**src/scd_regs.vh**
```
`ifndef SCD_REGS_VH
`define SCD_REGS_VH
// =============================================
// Register indices (byte address = 4 x index)
`define SCD_DIV_IDX      16'hff5d
`define SCD_HALT_IDX     16'hff5e
`define SCD_STAT_IDX     16'hff60
// =============================================
// Field layout and reset values
`define SCD_DIV_RST      8'hfc
`define SCD_DIV_RSV      8'hfc
`define SCD_RATIO_RST    2'h0
`define SCD_RATIO_D1     2'h0
`define SCD_RATIO_D2     2'h1
`define SCD_RATIO_D4     2'h2
`define SCD_CLOCK_PIN_STOP_BIT    7
`define SCD_HALT_RST     1'b0
// =============================================
// Timing
`define SCD_CLK_MHZ      50
`define SCD_FAST_MHZ     5
// Clock cycles in one oscillator period at the correction threshold
`define SCD_FAST_CYC     8'h0a
`define SCD_PRE_W        12
`define SCD_WAKE_WAIT    16'h2000
`endif
```
**src/scd_clock_divider.v**
```verilog
`include "scd_regs.vh"
`default_nettype none
module scd_clock_divider #(
	parameter [15:0] WAKE_WAIT = `SCD_WAKE_WAIT
) (
	// Clock, reset, enable
	input  wire        clk_i,
	input  wire        rst_i,
	input  wire        ce_i,
	// Wishbone slave
	input  wire        wb_cyc_i,
	input  wire        wb_stb_i,
	input  wire        wb_we_i,
	input  wire [17:2] wb_adr_i,
	input  wire [3:0]  wb_sel_i,
	input  wire [31:0] wb_dat_i,
	output wire [31:0] wb_dat_o,
	output wire        wb_ack_o,
	// Oscillator and chip state
	input  wire        osc_i,
	input  wire        hw_standby_i,
	input  wire        sw_standby_i,
	input  wire        clk_out_mode_i,
	// System clock and derived clocks
	output wire        sysclk_o,
	output wire        sys_tick_o,
	output wire [11:0] presc_tick_o,
	output wire        wake_ready_o,
	// System clock pin
	output wire        sysclk_pin_o,
	output wire        sysclk_pin_oe_n_o
);
	// =============================================
	// Declarations

	// Register state
	reg  [1:0]  ratio_q;     // Ratio select field
	reg         clock_pin_stop_q;     // Clock pin stop
	reg         ack_q;       // Bus acknowledge
	reg  [31:0] dat_q;       // Bus read data

	// Prescaler and wake wait
	reg  [11:0] pre_q;       // Prescaler count
	reg  [11:0] tick_q;      // Prescaler tap pulses
	reg  [11:0] ones;        // Low bits all ones
	reg         stby_q;      // Previous software standby
	reg  [15:0] wake_q;      // Wake wait remaining
	reg         wake_rdy_q;  // Wake wait done pulse

	// Pin and clock copies
	reg         pin_q;       // Pin level
	reg         oe_n_q;      // Pin enable, low drives
	reg         sys_q;       // System clock copy
	reg         sys_tick_q;  // System clock rise copy

	// Internal nets
	wire        run;         // Clock path running
	wire        evt;         // Corrected clock edge
	wire        lvl;         // Corrected clock level
	wire        fast;        // Correction in force
	wire        sys;         // Divider output
	wire        sys_rise;    // Divider rise pulse
	wire [1:0]  act;         // Ratio in force
	wire        acc;         // New bus access
	wire        wr;          // Byte lane 0 write
	wire        hit_div;     // Ratio register hit
	wire        hit_halt;    // Halt register hit
	wire        hit_stat;    // Status register hit
	wire        pin_en;      // Pin allowed to drive
	integer     k;

	// =============================================
	// Address decode

	// Word index compare
	function scd_hit;
		input [15:0] adr;
		input [15:0] idx;
		begin
			scd_hit = (adr == idx);
		end
	endfunction

	assign acc      = wb_cyc_i & wb_stb_i & ~ack_q;
	assign wr       = acc & wb_we_i & wb_sel_i[0];
	assign hit_div  = scd_hit(wb_adr_i, `SCD_DIV_IDX);
	assign hit_halt = scd_hit(wb_adr_i, `SCD_HALT_IDX);
	assign hit_stat = scd_hit(wb_adr_i, `SCD_STAT_IDX);

	// Clock path halts in both standby modes
	assign run = ce_i & ~hw_standby_i & ~sw_standby_i;

	// =============================================
	// Clock path

	// Duty correction
	scd_duty_adjust u_duty (
		.clk_i  (clk_i),
		.rst_i  (rst_i),
		.ce_i   (run),
		.osc_i  (osc_i),
		.lvl_o  (lvl),
		.evt_o  (evt),
		.fast_o (fast)
	);

	// Frequency divider on corrected edges
	scd_freq_divider u_div (
		.clk_i   (clk_i),
		.rst_i   (rst_i),
		.ce_i    (run),
		.evt_i   (evt),
		.ratio_i (ratio_q),
		.sys_o   (sys),
		.rise_o  (sys_rise),
		.act_o   (act)
	);

	// =============================================
	// Register file

	// Ratio and pin stop registers
	always @(posedge clk_i)
	begin
		if (rst_i)
		begin
			ratio_q <= `SCD_RATIO_RST;
			clock_pin_stop_q <= `SCD_HALT_RST;
		end
		else if (ce_i)
		begin
			// Hardware standby reinitialises
			if (hw_standby_i)
				ratio_q <= `SCD_RATIO_RST;
			// Software standby changes nothing here
			else if (wr && hit_div)
				ratio_q <= wb_dat_i[1:0];
			if (wr && hit_halt)
				clock_pin_stop_q <= wb_dat_i[`SCD_CLOCK_PIN_STOP_BIT];
		end
	end

	// Bus answer one cycle after request
	always @(posedge clk_i)
	begin
		if (rst_i)
		begin
			ack_q <= 1'b0;
			dat_q <= 32'h0000_0000;
		end
		else if (ce_i)
		begin
			ack_q <= acc;
			dat_q <= 32'h0000_0000;
			if (acc && !wb_we_i)
			begin
				if (hit_div)
					// Reserved bits read as ones
					dat_q[7:0] <= `SCD_DIV_RSV |
						{6'h00, ratio_q};
				else if (hit_halt)
					dat_q[`SCD_CLOCK_PIN_STOP_BIT] <= clock_pin_stop_q;
				else if (hit_stat)
				begin
					// Block state for software
					dat_q[1:0] <= act;
					dat_q[2]   <= sys;
					dat_q[3]   <= lvl;
					dat_q[4]   <= fast;
					dat_q[5]   <= (wake_q != 16'h0000);
				end
				// Unmapped reads return zero
			end
		end
	end

	// =============================================
	// Prescaler

	// Carry chain of the count bits
	always @*
	begin
		ones = 12'h000;
		ones[0] = pre_q[0];
		for (k = 1; k < `SCD_PRE_W; k = k + 1)
			ones[k] = ones[k-1] & pre_q[k];
	end

	// Taps count system clock rises
	always @(posedge clk_i)
	begin
		if (rst_i)
		begin
			pre_q  <= 12'h000;
			tick_q <= 12'h000;
		end
		else if (ce_i)
		begin
			tick_q <= 12'h000;
			if (sys_rise && run)
			begin
				pre_q  <= pre_q + 12'h001;
				tick_q <= ones;
			end
		end
	end

	// =============================================
	// Software standby exit wait

	// Wait counted in system clock rises
	always @(posedge clk_i)
	begin
		if (rst_i)
		begin
			stby_q     <= 1'b0;
			wake_q     <= 16'h0000;
			wake_rdy_q <= 1'b0;
		end
		else if (ce_i)
		begin
			stby_q     <= sw_standby_i;
			wake_rdy_q <= 1'b0;
			// Exit from standby starts the wait
			if (stby_q && !sw_standby_i)
				wake_q <= WAKE_WAIT;
			else if (wake_q != 16'h0000 && sys_rise && run)
			begin
				wake_q <= wake_q - 16'h0001;
				if (wake_q == 16'h0001)
					wake_rdy_q <= 1'b1;
			end
		end
	end

	// =============================================
	// System clock pin

	assign pin_en = clk_out_mode_i & ~clock_pin_stop_q & ~hw_standby_i;

	// Pin level and enable
	always @(posedge clk_i)
	begin
		if (rst_i)
		begin
			pin_q      <= 1'b0;
			oe_n_q     <= 1'b1;
			sys_q      <= 1'b0;
			sys_tick_q <= 1'b0;
		end
		else if (ce_i)
		begin
			oe_n_q <= ~pin_en;
			// Pin held high in software standby while enabled
			if (!pin_en)
				pin_q <= 1'b0;
			else if (sw_standby_i)
				pin_q <= 1'b1;
			else
				pin_q <= sys;
			sys_q      <= sys;
			sys_tick_q <= sys_rise & run;
		end
	end

	// =============================================
	// Outputs

	assign wb_dat_o          = dat_q;
	assign wb_ack_o          = ack_q;
	assign sysclk_o          = sys_q;
	assign sys_tick_o        = sys_tick_q;
	assign presc_tick_o      = tick_q;
	assign wake_ready_o      = wake_rdy_q;
	assign sysclk_pin_o      = pin_q;
	assign sysclk_pin_oe_n_o = oe_n_q;
endmodule
`default_nettype wire

```
**src/scd_duty_adjust.v**
```verilog
`include "scd_regs.vh"
`default_nettype none
// =============================================
// Duty correction of the sampled oscillator
module scd_duty_adjust (
	// Clock and reset
	input  wire       clk_i,
	input  wire       rst_i,
	input  wire       ce_i,
	// Oscillator level
	input  wire       osc_i,
	// Corrected clock
	output wire       lvl_o,
	output wire       evt_o,
	output wire       fast_o
);
	reg        osc_q;   // Previous oscillator sample
	reg  [7:0] cnt_q;   // Cycles since last rise
	reg  [7:0] per_q;   // Measured period
	reg        lvl_q;   // Corrected level
	reg        evt_q;   // Edge pulse of corrected level
	wire       rise;
	wire       fast;
	reg        lvl_d;
	wire [7:0] half;

	assign rise = osc_i & ~osc_q;
	// Period of ten cycles or less is 5 MHz or above
	assign fast = (per_q != 8'h00) &&
		(per_q <= `SCD_FAST_CYC);
	assign half = per_q >> 1;

	// Next level: regenerated half period or raw
	always @*
	begin
		if (rise)
			lvl_d = 1'b1;
		else if (fast)
			lvl_d = lvl_q & ((cnt_q + 8'h01) < half);
		else
			lvl_d = osc_i;
	end

	// Period measure and level register
	always @(posedge clk_i)
	begin
		if (rst_i)
		begin
			osc_q <= 1'b0;
			cnt_q <= 8'h00;
			per_q <= 8'h00;
			lvl_q <= 1'b0;
			evt_q <= 1'b0;
		end
		else if (ce_i)
		begin
			osc_q <= osc_i;
			if (rise)
			begin
				cnt_q <= 8'h00;
				// Saturate slow periods
				if (cnt_q != 8'hff)
					per_q <= cnt_q + 8'h01;
				else
					per_q <= 8'hff;
			end
			else if (cnt_q != 8'hff)
				cnt_q <= cnt_q + 8'h01;
			lvl_q <= lvl_d;
			evt_q <= lvl_d ^ lvl_q;
		end
	end

	assign lvl_o  = lvl_q;
	assign evt_o  = evt_q;
	assign fast_o = fast;
endmodule
`default_nettype wire

```
**src/scd_freq_divider.v**
```verilog
`include "scd_regs.vh"
`default_nettype none
// =============================================
// Divider of the corrected clock edges
module scd_freq_divider (
	// Clock and reset
	input  wire       clk_i,
	input  wire       rst_i,
	input  wire       ce_i,
	// Corrected clock edge and ratio request
	input  wire       evt_i,
	input  wire [1:0] ratio_i,
	// System clock
	output wire       sys_o,
	output wire       rise_o,
	output wire [1:0] act_o
);
	reg  [2:0] cnt_q;   // Edges in current phase
	reg        sys_q;   // System clock level
	reg        rise_q;  // Pulse at system clock rise
	reg  [1:0] act_q;   // Ratio in force

	// Last edge index of one phase
	function [2:0] scd_last;
		input [1:0] r;
		begin
			case (r)
				`SCD_RATIO_D1: scd_last = 3'h0;
				`SCD_RATIO_D2: scd_last = 3'h1;
				`SCD_RATIO_D4: scd_last = 3'h3;
				default:       scd_last = 3'h7;
			endcase
		end
	endfunction

	// Toggle every N corrected edges
	always @(posedge clk_i)
	begin
		if (rst_i)
		begin
			cnt_q  <= 3'h0;
			sys_q  <= 1'b0;
			rise_q <= 1'b0;
			act_q  <= `SCD_RATIO_RST;
		end
		else if (ce_i)
		begin
			rise_q <= 1'b0;
			if (evt_i)
			begin
				if (cnt_q >= scd_last(act_q))
				begin
					cnt_q <= 3'h0;
					sys_q <= ~sys_q;
					// New ratio only at a rising boundary
					if (!sys_q)
					begin
						act_q  <= ratio_i;
						rise_q <= 1'b1;
					end
				end
				else
					cnt_q <= cnt_q + 3'h1;
			end
		end
	end

	assign sys_o  = sys_q;
	assign rise_o = rise_q;
	assign act_o  = act_q;
endmodule
`default_nettype wire

```
**config.mk**
```make
export PLATFORM = sky130hd
export DESIGN_NAME = scd_clock_divider
export DESIGN_NICKNAME = d
export VERILOG_FILES = /design/src/scd_clock_divider.v /design/src/scd_duty_adjust.v /design/src/scd_freq_divider.v
export VERILOG_INCLUDE_DIRS = /design/src
export SDC_FILE = /design/constraint.sdc
export NUM_CORES = 1
export LEC_CHECK = 0
export BUFFER_PORTS_ARGS = -buffer_cell sky130_fd_sc_hd__buf_2
export CORE_ASPECT_RATIO = 0.75
export CORE_MARGIN = 8
export CORE_UTILIZATION = 45
export DETAILED_ROUTE_END_ITERATION = 7
export PLACE_DENSITY = 0.79
export SYNTH_ARGS = -nofsm -noshare
export SYNTH_HDL_FRONTEND = slang
export SYNTH_SLANG_ARGS = --single-unit
```
**constraint.sdc**
```tcl
create_clock -name clk_i -period 2.51 [get_ports clk_i]
set_input_delay 0.502 -clock clk_i [delete_from_list [all_inputs] [get_ports clk_i]]
set_output_delay 0.502 -clock clk_i [all_outputs]
set_load 0.05 [all_outputs]
```
Word level (Yosys, flattened, before mapping)
Cells that the tools add are included.
{"block": "word_totals", "regBits": 84, "in_bits": 62, "output_inout_bits": 50}
{"block": "op_classes", "addsub": 4, "magnitude_cmp": 3, "n_eq_ne": 7, "n_mux": 30, "bitwise": 30, "n_reduce_logical": 25}
{"cell": "16-bit == test, second input constant", "n": 3}
{"cell": "16-bit 2-to-1 mux", "n": 2}
{"cell": "8-bit 2-to-1 mux", "n": 4}
{"cell": "1-bit AND", "n": 22}
{"cell": "6-bit 2-to-1 mux", "n": 3}
{"cell": "16-bit by 1-bit == test with 1-bit output, second input constant", "n": 1}
{"cell": "16-bit nonzero test", "n": 1}
{"cell": "16-bit by 1-bit subtractor with 16-bit output, second input constant", "n": 1}
{"cell": "2-bit AND reduction", "n": 7}
{"cell": "1-bit 2-to-1 mux", "n": 13}
{"cell": "12-bit by 1-bit adder with 12-bit output, second input constant", "n": 1}
{"cell": "12-bit 2-to-1 mux", "n": 1}
{"cell": "3-bit 2-to-1 mux", "n": 4}
{"cell": "3-bit case mux with 3 select lines", "n": 1}
{"cell": "8-bit by 1-bit adder with 8-bit output, second input constant", "n": 1}
{"cell": "8-bit by 4-bit <= comparator with 1-bit output, second input constant", "n": 1}
{"cell": "1-bit logical AND", "n": 8}
{"cell": "8-bit by 7-bit < comparator with 1-bit output", "n": 1}
{"cell": "8-bit != test, second input constant", "n": 1}
{"cell": "8-bit nonzero test", "n": 1}
{"cell": "1-bit NOT", "n": 7}
{"cell": "2-bit nonzero test", "n": 3}
{"cell": "2-bit 2-to-1 mux", "n": 2}
{"cell": "4-bit AND reduction", "n": 1}
{"cell": "8 further kinds", "n": 9}

Depth between registers and ports, before layout
Gate-level depths: netlist (run 1).
{"block": "logic_depth", "ltp_word": 12, "depth_mapped": 10}

Cells and area by module
From an unflattened synthesis (run 1), not the netlist that was laid out.
{"block": "hier_totals", "cells_unflattened": 517, "hier_area_um2": 4426.7}
{"mod": "scd_clock_divider", "n_inst": 1, "cells_each": 348, "area_each_um2": 2979.1, "seq_area_each_um2": 1161.1}
{"mod": "scd_duty_adjust", "n_inst": 1, "cells_each": 126, "area_each_um2": 1057.3, "seq_area_each_um2": 380.4}
{"mod": "scd_freq_divider", "n_inst": 1, "cells_each": 43, "area_each_um2": 390.4, "seq_area_each_um2": 140.1}

Worst setup path after synthesis (run 1)
No wires, ideal clock.
{"block": "synth_timing", "path_kind": "reg-to-reg", "start": "register u_duty.cnt_q[0]", "end": "register u_duty.lvl_q, in the netlist u_duty.lvl_o", "setup_ns": 0.059, "t_arrival_ns": 2.265, "t_required_ns": 2.451, "setup_slack_ns": 0.186, "path_stages_with_launch": 11, "n_path_buf": 1, "period_less_slack_ns": 2.324, "path_cell_list": "dfxtp_1 ha_1 clkbuf_1 nand3_1 xnor2_1 ha_1 a211oi_1 nor2_1 nor4bb_1 o211a_1 o221a_2"}
{"block": "synth_via", "elab_chain_len": 5}
{"item": "start: declaration", "line_no": "scd_duty_adjust.v:18", "text": "reg [7:0] cnt_q;"}
{"item": "start signal: assignment", "line_no": "scd_duty_adjust.v:68", "text": "cnt_q <= cnt_q + 8'h01;"}
{"item": "8-bit by 1-bit adder with 8-bit output", "line_no": "scd_duty_adjust.v:39", "text": "lvl_d = lvl_q & ((cnt_q + 8'h01) < half);"}
{"item": "8-bit by 7-bit < comparator with 1-bit output", "line_no": "scd_duty_adjust.v:39"}
{"item": "1-bit AND", "line_no": "scd_duty_adjust.v:39"}
{"item": "1-bit 2-to-1 mux", "line_no": "scd_duty_adjust.v:38", "text": "else if (fast)"}
{"item": "1-bit 2-to-1 mux", "line_no": "scd_duty_adjust.v:36", "text": "if (rise)"}
{"item": "end signal: assignment", "line_no": "scd_duty_adjust.v:69", "text": "lvl_q <= lvl_d;"}
{"item": "end: declaration", "line_no": "scd_duty_adjust.v:20", "text": "reg lvl_q;"}
Every way passes these cells.
A chain may end at the register's enable or synchronous reset.

Worst setup path in the final report (run 1)
{"block": "layout_timing", "start": "register wake_q[0]", "end": "register wake_q[13]"}
{"block": "layout_via", "elab_chain_len": 5, "elab_cells_between_ends": 8, "cone_classes": "add/sub: 1; mux: 2; reduce/logical: 5"}
{"item": "start: declaration", "line_no": "scd_clock_divider.v:47", "text": "reg [15:0] wake_q;"}
{"item": "start signal: assignment", "line_no": "scd_clock_divider.v:229", "text": "wake_q <= wake_q - 16'h0001;"}
{"item": "parallel branches: the longest is 5 deep, another holds 16-bit by 1-bit subtractor with 16-bit output"}
Several ways; the timed one is not identified. The select of a mux whose other input is x is not followed.

==> metrics.yaml, run 1 <==
reg_to_reg_slack_setup_ps: 180
start_util_pct: 46.71
fin_worst_skew_ps: 6.643
yosys.area.top_type: "sky130_fd_sc_hd__dfxtp_1"
io_buffers: 55
synth_async_sr_flop_share_pct: 0
yosys.area.top_type_share_pct: 39.47
synth_top_family_by_area: "simple AND/OR/NAND/NOR gates"
final_max_slew_viol_count: 0
hold_endpoint: "clock_pin_stop_q"
global_route_track_usage_on_met3_pct: 5.879
gp_routability_congestion: 0.8638
leakagePower_nw: 1.992
post_synth_xor_area_fraction_pct: 4.728
cts.htree.levels: 3
worst-slew-pin-transition_ps: 639.0
fin_crit_ps: 2325
grt_pass1_wl_um: 17360
clock_tree_from_tritoncts: "yes"
max_cap_violations: 0
yosysMostFrequentCell: "sky130_fd_sc_hd__dfxtp_1"
tritoncts.num_buffers: 9
ios: 112
cts_setup_buffers: 0
die_wd_um: 128.4
synth_flop_cell: "sky130_fd_sc_hd__dfxtp_1"
cts_hold_repair.buffers: 0
grt_max_degree: 35
via_count_of_the_first_global_routing_pass: 3702
synthAdderAreaFrac_pct: 4.405
layout.cell_area.non_filler_mm2: 0.004923
final-setup-viol-count: 0
die_height_um: 100.3
crit-reg2reg-capture: "wake_q[13]"
critical_path.max_fanout: 5
worst_setup_path_end_kind: "flop"
synth_simple_gate_area_share_pct: 25.49
power.density_mw_per_mm2: 585.6
antenna_violations_before_repair: 0
slew_headroom_pct: 57.31
grt_use_total_pct: 16.59
drc_errors: 0
clkTransAtPathRegs_ps: 60
via_count: 3826
muxShareOfSynthArea_pct: 1.880
globalRoute.busiestLayer: "met2"
route.final.wire_length_um: 10420
num-nets-final: 642
hold_viol: 0
timing.critical_path.from_type: "flop"
dp_hpwl_um: 7721
number_of_cells_on_the_worst_reg_to_reg_path: 7
timing.critical_path.arrival_ps: 2550
netlist_area_mm2: 0.004260
fp.dieArea_mm2: 0.01287
synth.avg_cell_area_um2: 8.436
drt-wirelength-per-cell_um: 14.95
reg2reg_launch_point: "wake_q[0]"
post_cts_resize_count: 0
outcome: "complete, no violations"
period_share_pct: 92.65
number_of_register_bits_inferred_by_synthesis: 84
drt-pass1-iter-count: 4
synth_enable_flop_cells: 0
post_synth_main_area_contributors: "sky130_fd_sc_hd__dfxtp_1 39%, sky130_fd_sc_hd__nand2_1 5.6%, sky130_fd_sc_hd__ha_1 4.4%, sky130_fd_sc_hd__buf_4 4.2%, sky130_fd_sc_hd__a21oi_1 3.9%"
core_mm2: 0.009121
syn_to_final_growth_pct: 15.57
post_drt_via_cell_ratio: 5.489
detailed_place.area_mm2: 0.004656
clk_latency_ps: 340
netlist-cell-type-count: 62
synthesized_area_fraction_occupied_by_ao_oa_aoi_and_oai_cells_pct: 16.06
dr.first_iter.drc_count: 323
clock_tree.root_cell: "sky130_fd_sc_hd__clkbuf_16"
max_freq_mhz: 430.0
cts_sinks: 84
share_of_post_route_cells_with_drive_strength_above_1_pct: 19.68
synthesis.instances: 505
most_used_standard_cells_in_the_synthesized_netlist: "84 x sky130_fd_sc_hd__dfxtp_1, 63 x sky130_fd_sc_hd__nand2_1, 42 x sky130_fd_sc_hd__nor2_1"
postRouteAntennaNets: 0
hold_path.class: "primary input to flop"
synth_seq_area_share_pct: 39.47
diodes: 0
global_route_met1_utilization_pct: 20.76
irDropWorstVdd_mv: 0.2632
totalNegativeSetupSlack_ps: 0
final_core_util_pct: 53.98
timing_worst_setup_path_type: "flop to flop"
clock_path_buffers: 2
worst_ep_required_time_ps: 2740
synthesis.yosys.warnings: 0
grt.met2_usage_pct: 25.98
rsz0062_at_grt: "false"
placement_rows: 30
hold-path-cell-count: 3
worstHoldStart: "wb_dat_i[7]"
grt_overflow: 0
## where the power goes
group | switching [mW] | internal, mW
clock network | 0.524 | 0.686
registers | 0.0169 | 1.35
logic | 0.211 | 0.0949
total | 0.752 | 2.13
## area by class of cell
| class | count | area [µm²] |
|---|---|---|
| Inverter | 18 | 67.56 |
| Multi-Input combinational cell | 379 | 2336 |
| Timing Repair Buffer | 73 | 410.4 |
| Sequential cell | 84 | 1682 |
| Clock buffer | 10 | 239.0 |
| Clock inverter | 5 | 28.78 |
| Tap cell | 128 | 160.2 |
| Fill cell | 829 | 4198 |
## through the flow
| stage | hold slack (ps) | power (mW) | setup slack [ps] | instances |
|---|---|---|---|---|
| floorplan | 444.4 | 1.643 | 186.2 | 528 |
| global placement | 443.5 | 1.689 | 263.4 | 682 |
| detailed placement | 449.1 | 1.696 | 203.5 | 682 |
| CTS | 389.2 | 2.897 | 187.8 | 697 |
| global route | 420.1 | 2.991 | 57.88 | 697 |
| finish | 396.4 | 2.883 | 184.6 | 697 |
## cells by family (layout without fill, tap and decap cells)
kind of cell | after synthesis | in the layout
and+or+nand+nor | 210 | 210
adders and majority gates | 15 | 15
AOI/OAI and AO/OA | 99 | 99
other | 1 | 24
buffers and inverters | 65 | 106
DFF | 84 | 84
muxes | 8 | 8
xor gates and xnor gates | 23 | 23
## registers in the layout, indices dropped and copies added (netlist names), 2 cells and up
name and count:
wake_q 16, pre_q 12, presc_tick_o 12, u_duty.cnt_q 8
u_duty.per_q 8, wb_dat_o 8, u_div.cnt_q 3, ratio_q 2
u_div.act_o 2
## worst max path at each step
| stage | startpoint | to | cells after the start |
|---|---|---|---|
| after floorplan | u_duty.cnt_q[0] | u_duty.lvl_o | 10 |
| after global placement | wake_q[4] | wake_q[15] | 5 |
| after detailed placement | wake_q[0] | wake_q[13] | 7 |
| after CTS | wake_q[0] | wake_q[13] | 7 |
| after global routing | wake_q[0] | wake_q[13] | 7 |
| final | wake_q[0] | wake_q[13] | 7 |
## cell usage in the layout (no fill, tap or decap), types with 9 or more instances in the layout
master and instances:
sky130_fd_sc_hd__conb_1 24, sky130_fd_sc_hd__clkbuf_16 9, sky130_fd_sc_hd__a21oi_1 33, sky130_fd_sc_hd__o21ai_0 15, sky130_fd_sc_hd__xnor2_1 13, sky130_fd_sc_hd__or3_1 16, sky130_fd_sc_hd__ha_1 15, sky130_fd_sc_hd__dfxtp_1 84
sky130_fd_sc_hd__nand3_1 20, sky130_fd_sc_hd__buf_2 55, sky130_fd_sc_hd__nor4_1 9, sky130_fd_sc_hd__nand4_1 9, sky130_fd_sc_hd__buf_4 18, sky130_fd_sc_hd__xor2_1 10, sky130_fd_sc_hd__nor2_1 42, sky130_fd_sc_hd__inv_1 18
sky130_fd_sc_hd__nand2_1 63
## worst max-delay path, cell delays in order (launching register included)
cell and delay [ps]:
sky130_fd_sc_hd__dfxtp_1 350, sky130_fd_sc_hd__inv_1 90, sky130_fd_sc_hd__ha_1 190, sky130_fd_sc_hd__or3b_2 480, sky130_fd_sc_hd__or3_1 350, sky130_fd_sc_hd__o211ai_1 330
sky130_fd_sc_hd__nor4b_1 100, sky130_fd_sc_hd__a2111oi_1 310
## metal layers
layer  up-vias  part of all wire (%)
li1       1881                     -
met1      1792                    47
met2       146                    43
met3         7                   9.2
met4         0                  0.87
met5         -                     0
(Power assumes the default switching activity.)
==> run 2, diff against run 1 <==
- CORE_ASPECT_RATIO: 0.75 -> unset
==> metrics.yaml, run 2 (synthesis results as in run 1) <==
antenna_violations_before_repair: 0  # unchanged
final-setup-viol-count: 0  # unchanged
route.final.wire_length_um: 10100  # -3.0%
irDropWorstVdd_mv: 0.2767  # +5.1%
max_cap_violations: 0  # unchanged
cts_sinks: 84  # unchanged
power.density_mw_per_mm2: 583.3  # -0.40%
grt_use_total_pct: 15.81  # -0.78 points
max_stage_delay_ps: 600  # +120 ps
leakagePower_nw: 1.970  # -1.1%
placement_rows: 35  # +17%
critical_path.most_common_cell: "sky130_fd_sc_hd__or4_4"
share_of_post_route_cells_with_drive_strength_above_1_pct: 19.82  # +0.14 points
fin_crit_ps: 2318  # -7.147 ps
clock_path_buffers: 2  # unchanged
largest-register: "wake_q"
cts_hold_repair.buffers: 0  # unchanged
start_util_pct: 46.33  # -0.38 points
timing.critical_path.arrival_ps: 2610  # +60 ps
final_cells: 681  # -2.3%
cts.htree.levels: 3  # unchanged
period_share_pct: 92.36  # -0.28 points
hold_viol: 0  # unchanged
place.detailed.instances: 665  # -2.5%
layout.cells.most_common: "sky130_fd_sc_hd__dfxtp_1"
grt.met2_usage_pct: 27.58  # +1.6 points
timing.critical_path.from_type: "flop"
final_max_slew_viol_count: 0  # unchanged
core_mm2: 0.009196  # +0.82%
cpMaxStageDelayCell: "sky130_fd_sc_hd__or4_4"
dr.first_iter.drc_count: 316  # -2.2%
mostFrequentLayoutCells: "84 x sky130_fd_sc_hd__dfxtp_1, 63 x sky130_fd_sc_hd__nand2_1, 55 x sky130_fd_sc_hd__buf_2"
post_drt_via_cell_ratio: 5.598  # +2.0%
clock_tree_from_tritoncts: "yes"
worst_ep_required_time_ps: 2810  # +70 ps
die_wd_um: 113.3  # -12%
io_buffers: 55  # unchanged
grt_pass1_wl_um: 16970  # -2.2%
hold_path.class: "primary input to flop"
worst_setup_path_end_kind: "flop"
cts_setup_buffers: 0  # unchanged
clock_tree.root_cell: "sky130_fd_sc_hd__clkbuf_8"
max_freq_mhz: 431.4  # +0.31%
outcome: "complete, no violations"
clk_latency_ps: 360  # +20 ps
worst-slew-pin-transition_ps: 690.6  # +51.55 ps
rsz0062_at_grt: "false"
postRouteAntennaNets: 0  # unchanged
syn_to_final_growth_pct: 14.57
timing_worst_setup_path_type: "flop to flop"
clkTransAtPathRegs_ps: 90  # +30 ps
via_count: 3812  # -0.37%
drt-wirelength-per-cell_um: 14.83  # -0.76%
largest_register_ff_count: 16  # unchanged
detailed_place.area_mm2: 0.004634  # -0.46%
post_cts_resize_count: 0  # unchanged
drc_errors: 0  # unchanged
layout.cell_area.non_filler_mm2: 0.004881  # -0.86%
via_count_of_the_first_global_routing_pass: 3743  # +1.1%
dp_hpwl_um: 7487  # -3.0%
ios: 112  # unchanged
drt-pass1-iter-count: 4  # unchanged
fin_worst_skew_ps: 4.986  # -1.656 ps
critical_path_s_top_delay_family: "simple AND/OR/NAND/NOR gates"
diodes: 0  # unchanged
grt_overflow: 0  # unchanged
die_height_um: 113.3  # +13%
slew_headroom_pct: 53.86  # -3.4 points
grt_max_degree: 47  # +34%
critical_path.max_fanout: 7  # +2
globalRoute.busiestLayer: "met2"
timing.critical_path.cells: "or4_4 -> or4_4 -> or3_1 -> a211oi_2 -> mux2i_1"
global_route_track_usage_on_met3_pct: 3.514  # -2.4 points
num-nets-final: 642  # unchanged
gp_routability_congestion: 0.8926  # +3.3%
totalNegativeSetupSlack_ps: 0  # unchanged
cp_num_buf_inv: 0  # -1
fp.dieArea_mm2: 0.01284  # -0.25%
global_route_met1_utilization_pct: 17.94  # -2.8 points
tritoncts.num_buffers: 9  # unchanged
run 2: changes by cell type in the layout (fill, tap and decap cells not counted), sizes merged:
cell      delta
bufinv       +3
clkbuf       -1
clkinvlp     +2
inv          +1
clkinv       -4
run 2: metrics by stage:
step                worst slack (ps)  total power [mW]  util, %  hold WS (ps)
floorplan                      186.2             1.643        -         444.4
global placement               247.6             1.686    50.39         444.4
detailed placement             185.5             1.695    50.39         447.3
CTS                            196.6             2.854    53.07         408.3
global route                   23.97             2.947    53.07         422.3
finish                         191.7             2.847    53.07         405.5
run 2: area by class of cell:
type | instances | area (µm²)
clock inverters | 7 | 122.6
clock buffers | 9 | 123.9
inverters | 18 | 67.56
well taps | 111 | 138.9
fillers | 829 | 4315
repair buffers | 73 | 410.4
flip-flops and latches | 84 | 1682
multi-input cells | 379 | 2336
run 2: routing by layer:
| layer | up-vias | wire [µm] |
|---|---|---|
| li1 | 1884 | - |
| met1 | 1828 | 4248 |
| met2 | 84 | 5130 |
| met3 | 16 | 549 |
| met4 | 0 | 173 |
| met5 | - | 0 |
run 2: worst min-delay path: stages:
cell and delay [ps]:
sky130_fd_sc_hd__buf_2 80, sky130_fd_sc_hd__mux2i_1 50, sky130_fd_sc_hd__nor2_1 100
run 2: power by group:
group / total (mW) / internal (mW) / switching [mW]
registers: 1.36 / 1.35 / 0.0165
clock network: 1.18 / 0.665 / 0.513
logic: 0.304 / 0.0941 / 0.209
run 2: worst paths after layout:
kind	startpoint	to	slack, ps	cells after the start
max reg2reg	wake_q[4]	wake_q[15]	190	5
max	wake_q[4]	wake_q[15]	190	5
min reg2reg	presc_tick_o[0]	presc_tick_o[0]	450	2
min	wb_dat_i[7]	clock_pin_stop_q	410	3
==> run 3, diff against run 2 <==
- GPL_ROUTABILITY_DRIVEN: unset -> 1
- PLACE_DENSITY: 0.79 -> 0.77
- REMOVE_ABC_BUFFERS: unset -> 1
- clock period: 2.51 -> 2.8 ns (I/O delays scaled with it)
==> metrics.yaml, run 3 (synthesis results as in run 1) <==
outcome: "complete, no violations"
via_count_of_the_first_global_routing_pass: 3792  # +1.3%
max_freq_mhz: 400.3  # -7.2%
diodes: 0  # unchanged
antenna_violations_before_repair: 0  # unchanged
grt_overflow: 0  # unchanged
route.final.wire_length_um: 10070  # -0.37%
place.detailed.instances: 661  # -0.60%
rsz0062_at_grt: "false"
grt_pass1_wl_um: 17050  # +0.44%
syn_to_final_growth_pct: 12.80
power.density_mw_per_mm2: 484.5  # -17%
hold_viol: 0  # unchanged
final_cells: 677  # -0.59%
clkTransAtPathRegs_ps: 90  # about the same
start_util_pct: 46.33  # unchanged
timing_worst_setup_path_type: "flop to flop"
detailed_place.area_mm2: 0.004617  # -0.38%
grt_max_degree: 39  # -17%
irDropWorstVdd_mv: 0.1927  # -30%
dp_hpwl_um: 7538  # +0.68%
drc_errors: 0  # unchanged
final_max_slew_viol_count: 0  # unchanged
grt_use_total_pct: 15.85  # +0.041 points
clock_tree_from_tritoncts: "yes"
n_fill_cell: 858  # +3.5%
share_of_post_route_cells_with_drive_strength_above_1_pct: 19.08  # -0.74 points
timing.critical_path.from_type: "flop"
postRouteAntennaNets: 0  # unchanged
layout.area.seq_mm2: 0.001682  # unchanged
fin_crit_ps: 2498  # +179.6 ps
post_cts_resize_count: 0  # unchanged
number_of_cells_on_the_worst_reg_to_reg_path: 7  # +2
layout.cells.most_common: "sky130_fd_sc_hd__dfxtp_1"
via_count: 3784  # -0.73%
multi_input_logic_area_mm2: 0.002336  # unchanged
largest_register_ff_count: 16  # unchanged
hold_path.class: "primary input to flop"
largest-register: "wake_q"
layout.cell_area.non_filler_mm2: 0.004806  # -1.5%
cts_sinks: 84  # unchanged
worst_setup_path_end_kind: "flop"
ios: 112  # unchanged
holdWs_ps: 433.2  # +27.71 ps
post_drt_via_cell_ratio: 5.589  # -0.15%
totalNegativeSetupSlack_ps: 0  # unchanged
clock_path_buffers: 2  # unchanged
mostFrequentLayoutCells: "84 x sky130_fd_sc_hd__dfxtp_1, 63 x sky130_fd_sc_hd__nand2_1, 55 x sky130_fd_sc_hd__buf_2"
gp_routability_congestion: 0.8709  # -2.4%
final-setup-viol-count: 0  # unchanged
die_height_um: 113.3  # unchanged
die_wd_um: 113.3  # unchanged
cts_setup_buffers: 0  # unchanged
num-nets-final: 638  # -0.62%
slew_headroom_pct: 53.31  # -0.55 points
cts_hold_repair.buffers: 0  # unchanged
tritoncts.num_buffers: 9  # unchanged
drt-wirelength-per-cell_um: 14.87  # +0.22%
leakagePower_nw: 1.929  # -2.1%
period_share_pct: 89.21  # -3.2 points
cts.htree.levels: 3  # unchanged
dr.first_iter.drc_count: 246  # -22%
hold-path-cell-count: 3  # unchanged
core_mm2: 0.009196  # unchanged
drt-pass1-iter-count: 6  # +2
io_buffers: 55  # unchanged
worst_ep_required_time_ps: 3020  # +210 ps
timing.critical_path.arrival_ps: 2720  # +110 ps
fin_worst_skew_ps: 10.65  # +5.659 ps
critical_path.max_fanout: 10  # +3
max_cap_violations: 0  # unchanged
worst-slew-pin-transition_ps: 698.8  # +8.204 ps
fp.dieArea_mm2: 0.01284  # unchanged
clk_latency_ps: 360  # about the same
clock_tree.root_cell: "sky130_fd_sc_hd__clkbuf_8"
placement_rows: 35  # unchanged
run 3: changes by cell type in the layout (fill, tap and decap cells not counted):
cell | previous run | this run
sky130_fd_sc_hd__buf_12 | 0 | 1
sky130_fd_sc_hd__clkinv_2 | 0 | 1
sky130_fd_sc_hd__clkbuf_8 | 9 | 12
sky130_fd_sc_hd__clkbuf_1 | 0 | 1
sky130_fd_sc_hd__buf_4 | 18 | 13
sky130_fd_sc_hd__clkinv_4 | 1 | 0
sky130_fd_sc_hd__inv_6 | 1 | 0
sky130_fd_sc_hd__bufinv_16 | 3 | 0
run 3: final timing paths:
check / from / end / slack [ps]
worst max register to register: wake_q[0] / wake_q[9] / 300
worst max-delay path: wake_q[0] / wake_q[9] / 300
worst min register to register: presc_tick_o[0] / presc_tick_o[0] / 460
worst min-delay path: wb_dat_i[7] / clock_pin_stop_q / 430
run 3: cell type report:
class	instances	share of cell area (%)
Clock buffer	13	3.515
Clock inverter	3	0.4166
Inverter	18	1.406
Multi-Input combinational cell	379	48.61
Sequential cell	84	34.99
Tap cell	111	2.890
Timing Repair Buffer	69	8.175
run 3: through the flow:
step                setup WS [ps]  total power, mW  utilization, %
floorplan                  -264.2            1.430               -
global placement            419.3            1.512           50.20
detailed placement          344.6            1.519           50.20
CTS                         329.5            2.335           52.26
global route                149.9            2.418           52.26
finish                      302.2            2.329           52.26
run 3: report_power, final:
group	switching [mW]	total, mW	internal, mW
Clock	0.440	0.835	0.395
Combinational	0.187	0.271	0.0833
Sequential	0.0143	1.22	1.21
run 3: metal layers:
metal	global-route usage (%)	wire, µm	vias up
met2	26.75	4863	120
met3	3.248	645	18
met1	19.01	4381	1773
met4	7.016	175	0
met5	0	0	-
li1	-	-	1873
run 3: critical path, stage by stage, from the launching register on:
cell	delay [ps]
sky130_fd_sc_hd__dfxtp_1	350
sky130_fd_sc_hd__inv_1	90
sky130_fd_sc_hd__ha_1	200
sky130_fd_sc_hd__or3b_2	560
sky130_fd_sc_hd__or3_1	380
sky130_fd_sc_hd__o21ai_2	400
sky130_fd_sc_hd__a2111oi_0	220
sky130_fd_sc_hd__mux2i_1	160
